## src/design/lfs_pkg.sv

```systemverilog
// Constants, types and register map of the lift fault supervisor.
//
// Function
// - Door interlock opening while the car runs raises the interlock fault.
// - Encoder travel against the commanded direction raises the wrong-direction fault.
// - Brake feedback missing within 0.5 s or 2 s after release raises brake fault.
// - Brake feedback active while release is not driven raises brake fault; in the stop state only if still active 0.5 s or 2 s after entry.
// - Both leveling sensors held active too long while running raises stuck fault.
// - Too few encoder pulses while running raises the encoder fault.
// - Star feedback missing 0.4 s after star drive raises star contactor fault.
// - Star feedback active while star drive is off raises star contactor fault, except in the stop state.
// - Both safety chain inputs invalid raises the safety chain fault.
// - Passing a floor with no leveling sensor active raises leveling-missing fault.
// - Top overtravel input going invalid raises the overtravel-up fault.
// - Bottom overtravel input going invalid raises the overtravel-down fault.
// - Floor count disagreeing with a terminal switch raises the floor count fault.
// - After a floor count fault, go down at inspection speed and recalibrate.
// - A terminal switch forces deceleration and reloads the floor position.
// - Every stop at a target ends with a low speed crawl; recalibration stops from inspection speed.
// - Leveling trim defaults to 50; lower stops earlier, higher stops later.
package lfs_pkg;
	// ************************************************************
	// Register map and reset values
	// ************************************************************
	localparam logic [7:0] A_CTRL = 8'h00;
	localparam logic [7:0] A_TARGET = 8'h04;
	localparam logic [7:0] A_TRIM = 8'h08;
	localparam logic [7:0] A_TOPFL = 8'h0c;
	localparam logic [7:0] A_STATUS = 8'h10;
	localparam logic [7:0] A_MASK = 8'h14;
	localparam logic [7:0] A_INFO = 8'h18;
	localparam int C_START = 0;
	localparam int C_LONG = 1;
	localparam logic [7:0] TRIM_RST = 8'h32;
	localparam int TOPFL_RST = 5;
	// ************************************************************
	// Fault bits and their display codes
	// ************************************************************
	localparam int NF = 11;
	localparam int F_ILK = 0;
	localparam int F_DIR = 1;
	localparam int F_BRK = 2;
	localparam int F_STK = 3;
	localparam int F_ENC = 4;
	localparam int F_STAR = 5;
	localparam int F_SAF = 6;
	localparam int F_MISS = 7;
	localparam int F_OTU = 8;
	localparam int F_OTD = 9;
	localparam int F_FLR = 10;
	localparam logic [NF-1:0][7:0] FCODE = {8'h0e, 8'h0d, 8'h0c, 8'h0b, 8'h0a, 8'h09,
		8'h07, 8'h06, 8'h05, 8'h04, 8'h02};
	// ************************************************************
	// Timing, at a 10 MHz clock
	// ************************************************************
	localparam int CLK_KHZ = 10000;
	localparam int BRAKE_SHORT_MS = 500;
	localparam int BRAKE_LONG_MS = 2000;
	localparam int STAR_MS = 400;
	localparam int ENC_TIMEOUT_MS = 500;
	localparam int BRAKE_SHORT_CYC = BRAKE_SHORT_MS * CLK_KHZ;
	localparam int BRAKE_LONG_CYC = BRAKE_LONG_MS * CLK_KHZ;
	localparam int STAR_CYC = STAR_MS * CLK_KHZ;
	localparam int ENC_TIMEOUT_CYC = ENC_TIMEOUT_MS * CLK_KHZ;
	localparam int LEV_STUCK_PULSES = 2000;
	localparam int FLOOR_GAP_PULSES = 8000;
	// ************************************************************
	// Speed commands and states
	// ************************************************************
	localparam logic [1:0] SPD_STOP = 2'h0;
	localparam logic [1:0] SPD_CRAWL = 2'h1;
	localparam logic [1:0] SPD_INSP = 2'h2;
	localparam logic [1:0] SPD_NORM = 2'h3;
	typedef enum logic [2:0] {S_IDLE, S_STAR, S_BRAKE, S_RUN, S_CRAWL, S_RECAL, S_STOP,
		S_FAULT} lfs_state_t;
endpackage : lfs_pkg

```

## src/design/lfs_supervisor.sv

```systemverilog
// Lift fault supervisor: trip sequencer, fault checks and APB registers.
//
// The register addresses and the APB register port are this design's own decisions.
`timescale 1ns/1ps
module lfs_supervisor import lfs_pkg::*; #(
	parameter int FLOOR_W = 6,
	parameter int unsigned BRAKE_SHORT = BRAKE_SHORT_CYC,
	parameter int unsigned BRAKE_LONG = BRAKE_LONG_CYC,
	parameter int unsigned STAR_TIMEOUT = STAR_CYC,
	parameter int unsigned ENC_TIMEOUT = ENC_TIMEOUT_CYC,
	parameter int unsigned LEV_STUCK = LEV_STUCK_PULSES,
	parameter int unsigned FLOOR_GAP = FLOOR_GAP_PULSES
) (
	input wire logic pclk,
	input wire logic presetn,
	input wire logic psel,
	input wire logic penable,
	input wire logic pwrite,
	input wire logic [7:0] paddr,
	input wire logic [31:0] pwdata,
	output logic [31:0] prdata,
	output logic pready,
	output logic pslverr,
	input wire logic door_interlock_ok,
	input wire logic safety_chain_in_a,
	input wire logic safety_chain_in_b,
	input wire logic leveling_sensor_a,
	input wire logic leveling_sensor_b,
	input wire logic top_overtravel_input,
	input wire logic bottom_overtravel_input,
	input wire logic top_terminal_switch,
	input wire logic bottom_terminal_switch,
	input wire logic brake_feedback_a,
	input wire logic brake_feedback_b,
	input wire logic star_contactor_feedback,
	input wire logic enc_pulse,
	input wire logic enc_up,
	output logic brake_release_drive,
	output logic star_contactor_drive,
	output logic [1:0] speed_cmd,
	output logic travel_up,
	output logic irq
);
	// ************************************************************
	// Sized limits
	// ************************************************************
	localparam logic [24:0] LIM_BS = 25'(BRAKE_SHORT);
	localparam logic [24:0] LIM_BL = 25'(BRAKE_LONG);
	localparam logic [24:0] LIM_ST = 25'(STAR_TIMEOUT);
	localparam logic [24:0] LIM_EN = 25'(ENC_TIMEOUT);
	localparam logic [15:0] LIM_STK = 16'(LEV_STUCK);
	localparam logic [15:0] LIM_GAP = 16'(FLOOR_GAP);
	localparam logic [FLOOR_W-1:0] FL_ZERO = '0;
	localparam logic [FLOOR_W-1:0] FL_ONE = FLOOR_W'(1);

	lfs_state_t st;
	lfs_state_t next_st;
	logic brake_long;
	logic [FLOOR_W-1:0] target;
	logic [FLOOR_W-1:0] top_floor;
	logic [FLOOR_W-1:0] floor_pos;
	logic [FLOOR_W-1:0] next_floor;
	logic [7:0] trim;
	logic [NF-1:0] status;
	logic [NF-1:0] mask;
	logic [7:0] fault_code;
	logic [24:0] tmr;
	logic [24:0] etmr;
	logic [15:0] gap_cnt;
	logic [15:0] zone_cnt;
	logic [15:0] trim_cnt;
	logic zone_q;
	logic top_q;
	logic bot_q;

	// ************************************************************
	// APB decode
	// ************************************************************
	// One wait state: pready rises in the second access cycle, so read data
	// is captured a cycle early and stands while pready is high.
	wire acc = psel & penable & pready;
	wire wr = acc & pwrite;
	wire rd_early = psel & penable & ~pready & ~pwrite;
	wire hit = paddr inside {A_CTRL, A_TARGET, A_TRIM, A_TOPFL, A_STATUS, A_MASK, A_INFO};
	wire wr_ctrl = wr & (paddr == A_CTRL);
	wire start_req = wr_ctrl & pwdata[C_START];
	wire [NF-1:0] w1c = (wr & (paddr == A_STATUS)) ? pwdata[NF-1:0] : '0;
	logic [31:0] rdata;
	always_comb begin
		rdata = '0;
		case (paddr)
			A_CTRL: rdata[C_LONG] = brake_long;
			A_TARGET: rdata[FLOOR_W-1:0] = target;
			A_TRIM: rdata[7:0] = trim;
			A_TOPFL: rdata[FLOOR_W-1:0] = top_floor;
			A_STATUS: rdata[NF-1:0] = status;
			A_MASK: rdata[NF-1:0] = mask;
			A_INFO: rdata = {8'h00, 5'h00, st, fault_code, 2'h0, 6'(floor_pos)};
			default: rdata = '0;
		endcase
	end

	// ************************************************************
	// Condition decode
	// ************************************************************
	wire running = st inside {S_RUN, S_CRAWL, S_RECAL};
	wire zone = leveling_sensor_a & leveling_sensor_b;
	wire any_lev = leveling_sensor_a | leveling_sensor_b;
	wire zone_rise = zone & ~zone_q;
	wire top_rise = top_terminal_switch & ~top_q;
	wire bot_rise = bottom_terminal_switch & ~bot_q;
	wire [24:0] brk_lim = brake_long ? LIM_BL : LIM_BS;
	wire brk_fb = brake_feedback_a | brake_feedback_b;
	wire pre_stop = travel_up ? (floor_pos + FL_ONE == target) : (floor_pos == target + FL_ONE);
	wire at_stop = (floor_pos == target) & (trim_cnt >= 16'(trim));
	wire recal_done = (st == S_RECAL) & bottom_terminal_switch & zone;

	// Fault events. The stop state lets contactors drop out before the
	// unsolicited-feedback checks apply, or every normal stop would trip.
	logic [NF-1:0] ev;
	assign ev[F_ILK] = running & ~door_interlock_ok;
	assign ev[F_DIR] = running & enc_pulse & (enc_up != travel_up);
	assign ev[F_BRK] = ((st == S_BRAKE) & (tmr >= brk_lim))
		| ((st == S_STOP) & (tmr >= brk_lim) & brk_fb)
		| ((st != S_STOP) & ~brake_release_drive & brk_fb);
	assign ev[F_STK] = running & (zone_cnt >= LIM_STK);
	assign ev[F_ENC] = running & (etmr >= LIM_EN);
	assign ev[F_STAR] = ((st == S_STAR) & (tmr >= LIM_ST))
		| ((st != S_STOP) & ~star_contactor_drive & star_contactor_feedback);
	assign ev[F_SAF] = ~safety_chain_in_a & ~safety_chain_in_b;
	assign ev[F_MISS] = running & (gap_cnt >= LIM_GAP);
	assign ev[F_OTU] = ~top_overtravel_input;
	assign ev[F_OTD] = ~bottom_overtravel_input;
	assign ev[F_FLR] = running & (st != S_RECAL)
		& ((top_rise & (floor_pos != top_floor)) | (bot_rise & (floor_pos != FL_ZERO)));
	wire hard_ev = |ev[F_FLR-1:0];
	wire [NF-1:0] next_status = (status & ~w1c) | ev;

	// Lowest set event names the fault code shown while latched.
	logic [7:0] ev_code;
	always_comb begin
		ev_code = 8'h00;
		for (int i = NF - 1; i >= 0; i--) begin
			if (ev[i]) begin
				ev_code = FCODE[i];
			end
		end
	end

	// ************************************************************
	// Trip sequencer
	// ************************************************************
	always_comb begin
		next_st = st;
		case (st)
			S_IDLE: begin
				if (start_req && target != floor_pos && target <= top_floor && status == '0) begin
					next_st = S_STAR;
				end
			end
			S_STAR: begin
				if (star_contactor_feedback) begin
					next_st = S_BRAKE;
				end
			end
			S_BRAKE: begin
				if (brk_fb) begin
					next_st = S_RUN;
				end
			end
			S_RUN: begin
				if (pre_stop || top_rise || bot_rise) begin
					next_st = S_CRAWL;
				end
			end
			S_CRAWL: begin
				if (at_stop) begin
					next_st = S_STOP;
				end
			end
			S_RECAL: begin
				if (recal_done) begin
					next_st = S_STOP;
				end
			end
			S_STOP: begin
				if (!brk_fb && !star_contactor_feedback) begin
					next_st = S_IDLE;
				end
			end
			S_FAULT: begin
				if (status == '0) begin
					next_st = S_IDLE;
				end
			end
			default: next_st = S_IDLE;
		endcase
		if (hard_ev) begin
			next_st = S_FAULT;
		end else if (ev[F_FLR]) begin
			next_st = S_RECAL;
		end
	end

	// Floor tracking: leveling zone entries step the count, terminal
	// switches reload it, and the bottom floor reloads it after recalibration.
	always_comb begin
		next_floor = floor_pos;
		if (recal_done) begin
			next_floor = FL_ZERO;
		end else if (running && st != S_RECAL && top_rise) begin
			next_floor = top_floor;
		end else if (running && st != S_RECAL && bot_rise) begin
			next_floor = FL_ZERO;
		end else if (running && st != S_RECAL && zone_rise) begin
			next_floor = travel_up ? floor_pos + FL_ONE : floor_pos - FL_ONE;
		end
	end

	always_ff @(posedge pclk or negedge presetn) begin
		if (!presetn) begin
			st <= S_IDLE;
			floor_pos <= '0;
		end else begin
			st <= next_st;
			floor_pos <= next_floor;
		end
	end

	// Drives follow the next state so that every output leaves a flip-flop.
	always_ff @(posedge pclk or negedge presetn) begin
		if (!presetn) begin
			star_contactor_drive <= 1'b0;
			brake_release_drive <= 1'b0;
			speed_cmd <= SPD_STOP;
			travel_up <= 1'b0;
		end else begin
			star_contactor_drive <= next_st inside {S_STAR, S_BRAKE, S_RUN, S_CRAWL, S_RECAL};
			brake_release_drive <= next_st inside {S_BRAKE, S_RUN, S_CRAWL, S_RECAL};
			speed_cmd <= (next_st == S_RUN) ? SPD_NORM : (next_st == S_CRAWL) ? SPD_CRAWL
				: (next_st == S_RECAL) ? SPD_INSP : SPD_STOP;
			if (st == S_IDLE && next_st == S_STAR) begin
				travel_up <= target > floor_pos;
			end else if (next_st == S_RECAL) begin
				travel_up <= 1'b0;
			end
		end
	end

	// ************************************************************
	// Timers and pulse counters
	// ************************************************************
	// The state timer restarts on every change of state and saturates.
	always_ff @(posedge pclk or negedge presetn) begin
		if (!presetn) begin
			tmr <= '0;
			etmr <= '0;
		end else begin
			tmr <= (next_st != st) ? '0 : (&tmr ? tmr : tmr + 25'h0000001);
			etmr <= (!running || enc_pulse) ? '0 : (&etmr ? etmr : etmr + 25'h0000001);
		end
	end

	// Trim counts pulses past the target zone entry; a larger trim stops later.
	always_ff @(posedge pclk or negedge presetn) begin
		if (!presetn) begin
			gap_cnt <= '0;
			zone_cnt <= '0;
			trim_cnt <= '0;
		end else begin
			gap_cnt <= (!running || any_lev) ? '0 : gap_cnt + {15'h0000, enc_pulse & ~&gap_cnt};
			zone_cnt <= (!running || !zone) ? '0 : zone_cnt + {15'h0000, enc_pulse & ~&zone_cnt};
			trim_cnt <= (st != S_CRAWL || zone_rise) ? '0
				: trim_cnt + {15'h0000, enc_pulse & ~&trim_cnt};
		end
	end

	always_ff @(posedge pclk or negedge presetn) begin
		if (!presetn) begin
			zone_q <= 1'b0;
			top_q <= 1'b0;
			bot_q <= 1'b0;
		end else begin
			zone_q <= zone;
			top_q <= top_terminal_switch;
			bot_q <= bottom_terminal_switch;
		end
	end

	// ************************************************************
	// Registers and interrupt
	// ************************************************************
	// Status bits are sticky; a new event wins over a write-one clear.
	always_ff @(posedge pclk or negedge presetn) begin
		if (!presetn) begin
			status <= '0;
			fault_code <= 8'h00;
			irq <= 1'b0;
		end else begin
			status <= next_status;
			if (st == S_IDLE) begin
				fault_code <= 8'h00;
			end else if (fault_code == 8'h00 && ev != '0) begin
				fault_code <= ev_code;
			end
			irq <= |(status & mask);
		end
	end

	always_ff @(posedge pclk or negedge presetn) begin
		if (!presetn) begin
			mask <= '0;
			brake_long <= 1'b0;
			target <= '0;
			trim <= TRIM_RST;
			top_floor <= FLOOR_W'(TOPFL_RST);
		end else if (wr) begin
			case (paddr)
				A_CTRL: brake_long <= pwdata[C_LONG];
				A_TARGET: target <= pwdata[FLOOR_W-1:0];
				A_TRIM: trim <= pwdata[7:0];
				A_TOPFL: top_floor <= pwdata[FLOOR_W-1:0];
				A_MASK: mask <= pwdata[NF-1:0];
				default: mask <= mask;
			endcase
		end
	end

	always_ff @(posedge pclk or negedge presetn) begin
		if (!presetn) begin
			pready <= 1'b0;
			pslverr <= 1'b0;
			prdata <= '0;
		end else begin
			pready <= psel & penable & ~pready;
			pslverr <= psel & penable & ~pready & ~hit;
			prdata <= rd_early ? rdata : '0;
		end
	end
endmodule : lfs_supervisor

```

## config.mk

```make
export PLATFORM = sky130hd
export DESIGN_NAME = lfs_supervisor
export DESIGN_NICKNAME = d
export VERILOG_FILES = /design/src/design/lfs_pkg.sv /design/src/design/lfs_supervisor.sv
export SDC_FILE = /design/constraint.sdc
export NUM_CORES = 1
export LEC_CHECK = 0
export ABC_CLOCK_PERIOD_IN_PS = 5000
export BUFFER_PORTS_ARGS = -buffer_cell sky130_fd_sc_hd__clkbuf_2
export CORE_AREA = 4 4 180 182
export DETAILED_ROUTE_END_ITERATION = 10
export DIE_AREA = 0 0 184 186
export PLACE_DENSITY = 0.62
export SKIP_LAST_GASP = 1
export SLEW_MARGIN = 20
export SYNTH_ARGS = -nofsm -noshare
export SYNTH_HDL_FRONTEND = slang
export SYNTH_SLANG_ARGS = --single-unit
```

## constraint.sdc

```tcl
create_clock -name pclk -period 5 [get_ports pclk]
set_clock_uncertainty 0.1 [all_clocks]
set_input_delay 1.5 -clock pclk [delete_from_list [all_inputs] [get_ports pclk]]
set_output_delay 1.5 -clock pclk [all_outputs]
set_load 0.1 [all_outputs]
```

; ---- Word-level counts from Yosys, hierarchy flattened
; Cells that the tools add are included.
[classes]
shift = 0
n_lt_le_gt_ge = 8
bitwise = 61
n_eq_ne = 30
n_mul = 0
n_addsub = 8
n_div = 0
muxes = 51
n_reduce_logical = 48
[op_table]
columns = op, count
row1 = $mux W25, 5
row2 = $mux W8, 13
row3 = $add A25 B1 Y25 const B, 2
row4 = $reduce_and A25 Y1, 2
row5 = $add A16 B1 Y16, 3
row6 = $mux W16, 3
row7 = $reduce_and A16 Y1, 3
row8 = $and A1 B1 Y1, 38
row9 = $mux W32, 1
row10 = $mux W3, 10
row11 = $mux W6, 5
row12 = $ge A25 B22 Y1 const B, 1
row13 = $ge A25 B23 Y1 const B, 1
row14 = $ge A25 B25 Y1, 1
row15 = $eq A8 B5 Y1 const B, 3
row16 = $pmux W3 S8, 1
row17 = $pmux W4 S6, 1
row18 = $and A11 B11 Y11, 2
row19 = $eq A3 B3 Y1 const B, 6
row20 = $eq A6 B6 Y1, 3
row21 = $eq A8 B4 Y1 const B, 2
row22 = $ge A16 B11 Y1 const B, 1
row23 = $ge A16 B13 Y1 const B, 1
row24 = $ge A16 B8 Y1, 1
row25 = other kinds (40), 97
[word_totals]
inputBits = 59
mem_bits_ro = 0
wordCells = 231
latchBits = 0
mem_bits_rw = 0
reg_bits = 201
mem_count = 0
out_inout_bits = 40

; ---- Depth between registers and ports, before layout
; Gate-level depths: netlist of run 1.
[logic_depth]
word_depth = 18
depth_mapped = 12
ltp_nobuf = 11

; ---- Worst setup path after synthesis of run 1
; OpenSTA, ideal clock, no wires.
[synth_timing]
path_type = input port to flip-flop
from = input port brake_feedback_b
to = register tmr[10]
arrival_ns = 3.564
setup_ns = 0.120
path_stages = 10
slack_ns = 1.216
n_path_buf = 2
required_ns = 4.780
cell_sequence = nor2_1 -> a21oi_1 -> a21oi_1 -> o211ai_1 -> or4_4 -> buf_6 -> o21a_1 -> o22ai_4 -> buf_12 -> nor3_2
[synth_between]
elab_chain_len = 9
word_cells_on_any_way = 16
cone_classes = eq/ne: 2 / mux: 6 / bitwise: 5 / reduce/logical: 3
[synth_lines]
columns = item, line_no
row1 = "start, declared", lfs_supervisor.sv:34  ; input wire logic brake_feedback_b,
row2 = $or A1 B1 Y1 *, lfs_supervisor.sv:113  ; wire brk_fb = brake_feedback_a | brake_feedback_b;
row3 = $logic_not A1 Y1, lfs_supervisor.sv:187  ; if (!brk_fb && !star_contactor_feedback) begin
row4 = $logic_and A1 B1 Y1, lfs_supervisor.sv:187
row5 = $mux W3, lfs_supervisor.sv:187
row6 = $pmux W3 S8, lfs_supervisor.sv:155  ; case (st)
row7 = $mux W3, lfs_supervisor.sv:200  ; end else if (ev[F_FLR]) begin
row8 = $mux W3 *, lfs_supervisor.sv:198  ; if (hard_ev) begin
row9 = $ne A3 B3 Y1 *, lfs_supervisor.sv:259  ; tmr <= (next_st != st) ? '0 : (&tmr ? tmr : tmr + 25'h0000001);
row10 = $ne A2 B2 Y1 (no line) / $mux W25 (equally long branches), --
row11 = "end signal, assigned", lfs_supervisor.sv:259
row12 = "end, declared", lfs_supervisor.sv:67  ; logic [24:0] tmr;
; Mark *: on every way between the ends. The rest lies on a longest branch, timed or not.
; A chain may end at the register's enable or synchronous reset.

; ---- Final worst setup path of run 1
[layout_timing]
from = register brake_long
to = register tmr[24]
[layout_between]
elab_chain_len = 10
word_cells_on_any_way = 12
cone_classes = order compare: 1 / eq/ne: 2 / mux: 3 / bitwise: 5 / reduce/logical: 1
[layout_lines]
columns = item, line_no
row1 = "start, declared", lfs_supervisor.sv:58  ; logic brake_long;
row2 = "start signal, assigned", lfs_supervisor.sv:319  ; A_CTRL: brake_long <= pwdata[C_LONG];
row3 = $mux W25 *, lfs_supervisor.sv:112  ; wire [24:0] brk_lim = brake_long ? LIM_BL : LIM_BS;
row4 = $ge A25 B25 Y1 *, "lfs_supervisor.sv:123, lfs_supervisor.sv:124"
row5 = $and A1 B1 Y1 (2 in a row), lfs_supervisor.sv:124  ; | ((st == S_STOP) & (tmr >= brk_lim) & brk_fb)
row6 = $or A1 B1 Y1 *, lfs_supervisor.sv:124
row7 = $or A1 B1 Y1 *, lfs_supervisor.sv:125  ; | ((st != S_STOP) & ~brake_release_drive & brk_fb);
row8 = $reduce_or A10 Y1 *, lfs_supervisor.sv:136  ; wire hard_ev = |ev[F_FLR-1:0];
row9 = $mux W3 *, lfs_supervisor.sv:198
row10 = $ne A3 B3 Y1 *, lfs_supervisor.sv:259
row11 = $ne A2 B2 Y1 (no line) / $mux W25 (equally long branches), --
; Marked as above.

==> results.md, run 1 <==
* Worst vdd ir at 0.1965 mV
* Detailed-router iteration count before antenna repair at 5
* Setup_tns at 0 ns
* Slew HR at 33.43%
* Die ar. at 34,220 sq um
* Via density at 5.386
* WHS at 0.4305 ns
* Post-synthesis register bit count at 180
* R2r setup slk at 1.01 ns
* RSZ-0062 raised after global routing: no
* Max Slew Vio Count at 0
* Post-route cell area at 11,810 sq um
* DR DRC count at 0
* Worst Hold Class: flop to flop
* DP Wirelength at 18,950 microns
* Storage element area at 4511 sq um
* Number of DRC markers in iteration 0 at 564
* Vias in the first global route at 8,137
* GRT Resource Usage Total at 15.49%
* Status: completed
* Final wirelength at 25,970 microns
* Total power at 3028 uW
* Multiplexer share of the synthesized area at 4.340%
* Antenna violations before repair at 0
* Post-synth ARST share at 100.0%
* Largest net degree at the start of global routing at 97
* Critical path fanouts, max at 25
* Synth Area in XOR/XNOR at 8.408%
* Initial core utilization at 34.69%
* Leakage power at 0.005208 uW
* Combinational Power Share at 5.5%
* Count leader, synth: dfrtp_1
* First-pass GRT wire length at 42,810 microns
* Post-cts sizing count at 0
* Congestion Overflow GR at 0
* Finished Core Util at 38.62%
* Yosys top cell area share at 41.27%
* Pint at 2286 uW
* Largest family of logic cells by synthesized area: simple AND/OR/NAND/NOR gates
* Synth area leader: dfrtp_1
* Reg2reg path depth at 11
* Sw Ratio at 24.50%
* Crit path time final at 3.991 ns
* Ports at 99
* Placer Congestion at 0.8684
* Critical Path End: tmr[24]
* Max-Cap Viols at 0
* Clk root buf: clkbuf_16
* Mapped cell area at 10,610 sq um
* Die height at 186 microns
* Adder-cell share of the synthesized area at 5.425%
* Clock power share at 46.1%
* Max clock buf depth at 2
* ANT cells at 0
* Fillers at 3,043
* Detail Route Antenna Nets at 0
* Avg WL per Cell at 16.55 microns
* Cell count after synthesis at 1,111
* Area Growth Syn to Fin at 11.33%
* Synth cell types at 79
* Multi-input gate area at 5662 sq um
* Synthesized area per cell at 9.550 sq um
* R2R Path End: tmr[24]
* CTS Sinks at 180
* Power per cell area at 256.3 nW/um^2
* CTS Buf Count at 17
* Actual slew at the worst max-slew pin at 0.9986 ns
* Largest cells by area after synthesis: dfrtp_1 41%, ha_1 5.4%, xor2_1 5.0%, nor2_1 4.5%, xnor2_1 3.2%
* Via count at 8,451
* Synth Area in Compound Gates at 11.54%
* Setup crit start: brake_long
* Post-CTS setup buffers at 0
* FMAX at 0.2506 GHz
* Worst setup EP type: flop
* Simple-gate portion of the synthesized area at 23.01%
* Syn. warnings at 0
* Net Switching at 741.9 uW
* Arrival @ worst endpoint at 4.19 ns
* Die X at 184 microns
* Htree depth at 4
* Top cells by count, synth: 175 x dfrtp_1, 126 x nor2_1, 86 x nand2_1, 61 x xor2_1, 56 x nand3_1
* Setup CP Type: flop to flop
* Layout cells sized above 1 at 14.15%
* Fin. Hold Viols at 0
* Clock Latency Late Sink at 0.44 ns
* Core Footprint at 30,590 sq um
* EDFF count, synth at 0
* Worst r2r src: brake_long
* CP Data Required Time at 5.20 ns
* Cell Rows at 64
* CTS clk-pin slew, worst paths at 0.08 ns
* Sequential area share after synthesis at 42.51%
* Most used DFF post-synth: dfrtp_1
* Crit path launch type: flop
* CTS tree: built
* Reg power frac at 48.3%
* Dpl cell area at 11,210 sq um
* Fin nets at 1,266
* Final period util at 79.82%
* Post-CTS Hold Buffers at 0
* Endpoints failing setup at 0
* PortBufs at 60
==> routing by layer <==
layer,vias to the layer above,track usage [%],part of all wire (%)
met5,-,0,0
met1,4189,21.32,46
met2,201,24.75,47
met4,0,4.052,1.7
met3,31,3.557,4.9
li1,4030,-,-
==> worst max-delay path: stages (launching register included) <==
cell       delay [ns]
dfrtp_1          0.58
inv_1            0.26
ha_1             0.28
a2111oi_0        0.37
nor3_1           0.11
o21ai_0          0.25
o211ai_1         0.30
or4_4            0.68
o21a_1           0.25
o22ai_4          0.17
buf_4            0.37
nor3_1           0.11
==> through the flow <==
stage | setup slack (ns) | cells
floorplan | 1.216 | 1127
global placement | 0.6924 | 1538
detailed placement | 0.6465 | 1538
CTS | 1.008 | 1569
global route | 0.7049 | 1569
finish | 1.009 | 1569
==> worst min-delay path by stage <==
stage / endpoint / slack (ns) / start / cells after the start
6_report: top_floor[0] / 0.43 / top_floor[0] / 2
5_1_grt: pready / 0.44 / pready / 1
4_1_cts: pready / 0.43 / pready / 1
3_5_place_dp: pready / 0.41 / pready / 1
3_3_place_gp: pready / 0.41 / pready / 1
2_1_floorplan: trim[0] / 0.37 / trim[0] / 2
==> layout by cell type, fill, tap and decap left out, drive strengths merged, types with 24 or more instances in the layout <==
cell    synthesis  routed
nand3          56      56
nor2          127     127
nand4          30      30
clkbuf         25      79
dfrtp         175     175
nor3           51      51
mux2           30      30
xnor2          40      40
nand2          86      86
xor2           61      61
inv            49      55
o21ai          42      42
ha             46      46
and3           24      24
a21oi          33      33
==> area by class of cell <==
class,instances,area share [%]
Clock buffer,19,3.665
Sequential cell,180,38.18
Timing Repair Buffer,67,3.061
Tap cell,396,4.194
Multi-Input combinational cell,846,47.93
Inverter,49,1.557
Clock inverter,12,1.409
==> power groups by stage <==
stage / sequential [uW] / clock, uW / combinational (uW)
after floorplan: 1500 / 0 / 100
after global placement: 1490 / 0 / 168
after detailed placement: 1490 / 0 / 169
after CTS: 1460 / 1430 / 169
after global routing: 1460 / 1490 / 182
final: 1460 / 1400 / 168
==> registers in the layout (all words and copies together) (netlist names), 6 cells and up <==
name / count
prdata: 15
mask: 11
trim_cnt: 16
zone_cnt: 16
gap_cnt: 16
floor_pos: 6
etmr: 25
trim: 8
top_floor: 6
tmr: 25
target: 6
status: 11
==> logic make-up after synthesis <==
family,after synthesis
and+or+nand+nor,462
adders and majority gates,46
other,1
xor gates and xnor gates,101
muxes,41
DFF,180
AOI/OAI and AO/OA,179
buffers and inverters,101
No activity file was read; power rests on OpenSTA's default activity.
==> inputs of run 2 (changes only) <==
ABC_CLOCK_PERIOD_IN_PS = 3250   (was 5000)
PLACE_DENSITY = 0.64   (was 0.62)
clock period = 3.25 ns   (was 5 ns; I/O delays follow)
==> run 2 against run 1 <==
Against the previous run:
- the run now ends with negative setup slack left
- non-clock buffer count is 65 higher
- setup slack worse by 1.0 ns
- global-route usage is 0.36 points higher
- hold slack worse by 0.065 ns
==> results.md, run 2 (synthesis gave the netlist of run 1 again) <==
* Status: finished with violations
* Violated checks: negative setup slack
* Crit path time final at 3.280 ns
* Via count at 8,679
* WHS at 0.3654 ns
* Setup CP Type: flop to flop
* Fillers at 2,998
* CP peak stage delay at 0.52 ns
* Met3 Wirelength at 1238 microns
* Arrival @ worst endpoint at 3.54 ns
* Number of DRC markers in iteration 0 at 599
* Total length of routed met2 wires at 12,900 microns
* PortBufs at 60
* DR DRC count at 0
* Detail Route Antenna Nets at 0
* Die height at 186 microns
* Cell family with most CP delay: buffers and inverters
* Ports at 99
* Area Growth Syn to Fin at 18.66%
* Storage element area at 4516 sq um
* CTS Buf Count at 17
* Power per cell area at 364.3 nW/um^2
* Placer Congestion at 0.8734
* Htree depth at 4
* CTS clk-pin slew, worst paths at 0.07 ns
* Max Slew Vio Count at 0
* Final wirelength at 27,410 microns
* Worst Setup Slack, final at -0.02963 ns
* Critical path, cell by cell: inv_4, buf_12, ha_1, a311oi_2, o21a_1, o211ai_1, buf_4, nor4b_2, buf_4, and4_4, o22ai_4, buf_12, clkbuf_16, nor3_2
* Final period util at 100.9%
* CP Data Required Time at 3.51 ns
* Commonest cells after routing, fill and taps aside: 171 x dfrtp_1, 125 x nor2_1, 86 x nand2_1
* Congestion Overflow GR at 0
* Core Footprint at 30,590 sq um
* CTS Sinks at 180
* Leakage power at 0.005572 uW
* Slew HR at 56.88%
* Max clock buf depth at 2
* Critical path fanouts, max at 6
* CP Buf/Inv Count at 6
* Clk root buf: clkbuf_16
* FMAX at 0.3049 GHz
* Actual slew at the worst max-slew pin at 0.6368 ns
* Crit path launch type: flop
* Endpoints failing setup at 12
* RSZ-0062 raised after global routing: yes
* Top sig layer: met4
* Routed met1 length at 12,720 microns
* Initial core utilization at 34.69%
* Clock Latency Late Sink at 0.44 ns
* Max-Cap Viols at 0
* First-pass GRT wire length at 43,900 microns
* Cell Rows at 64
* Vias in the first global route at 8,494
* Die X at 184 microns
* Worst vdd ir at 0.3266 mV
* DP Wirelength at 20,110 microns
* Antenna violations before repair at 0
* Fin. Hold Viols at 0
* Worst Hold Class: primary input to asynchronous set/reset pin
* Via density at 5.308
* Setup_tns at -0.2419 ns
* Layout cells sized above 1 at 20.90%
* Avg WL per Cell at 16.76 microns
* Slowest cell on crit path: dfrtp_2
* GRT Resource Usage Total at 15.86%
* Largest net degree at the start of global routing at 54
* Detailed-router iteration count before antenna repair at 5
* CTS tree: built
* ANT cells at 0
* Top Registers: etmr (25), tmr (25)
* Multi-input gate area at 5824 sq um
* Die ar. at 34,220 sq um
* Worst setup EP type: flop
* Commonest non-fill, non-tap cell in the layout: dfrtp_1
* Fin nets at 1,331
run 2: changes by cell type in the layout (fill, tap and decap cells not counted), moves of 4 or more:
cell	previous run	this run
a21oi_2	0	4
ha_1	46	41
buf_4	7	60
dfrtp_1	175	171
ha_4	0	4
dfrtp_2	0	4
a21oi_1	33	29
buf_12	0	8
run 2: layer usage:
layer  vias to the layer above  global-route usage (%)
li1                       4177                       -
met1                      4244                   21.91
met2                       223                   25.66
met3                        35                   2.814
met4                         0                   4.555
met5                         -                       0
run 2: timing repair:
action,in CTS,in global routing
pin swaps,0,15
gates cloned,0,3
hold buffers,0,0
buffers inserted,0,2
setup endpoints to repair,27,30
resized for setup,3,33
run 2: path summary, 6_finish.rpt:
check | startpoint | end | slack, ns | depth (start not counted)
max reg2reg | brake_long | tmr[18] | -0.03 | 14
max | brake_long | tmr[18] | -0.03 | 14
max in group asynchronous | presetn | trim[5] | 1.84 | 2
min reg2reg | pready | pready | 0.42 | 1
min in group pclk | pready | pready | 0.42 | 1
min | presetn | target[1] | 0.37 | 1
run 2: per-stage QoR:
| step | cell area (sq um) | power, uW | std cells | util, % | setup slack (ns) |
|---|---|---|---|---|---|
| 5_1_grt | 12590 | 4740 | 1635 | 41.16 | -0.1442 |
| 2_1_floorplan | 10670 | 2460 | 1127 | - | 0.01174 |
| 6_report | 12590 | 4586 | 1635 | 41.16 | -0.02963 |
| 3_3_place_gp | 11750 | 2574 | 1598 | 38.40 | -0.1938 |
| 3_5_place_dp | 11750 | 2576 | 1598 | 38.40 | -0.2464 |
| 4_1_cts | 12330 | 4633 | 1630 | 40.30 | 0.01254 |
run 2: cell type report:
type	count	share of cell area, %
sequential	180	35.87
timing repair buffer	132	7.891
clock inverter	14	1.153
clock buffer	18	3.409
tap	396	3.936
inverter	49	1.481
multi-input combinational	846	46.26
run 2: report_power, final:
part           leakage, uW  switching (uW)  internal (uW)
registers          0.00241            5.79           2250
clock network     0.000283             967           1080
logic              0.00288             221           62.4
total              0.00557            1190           3390
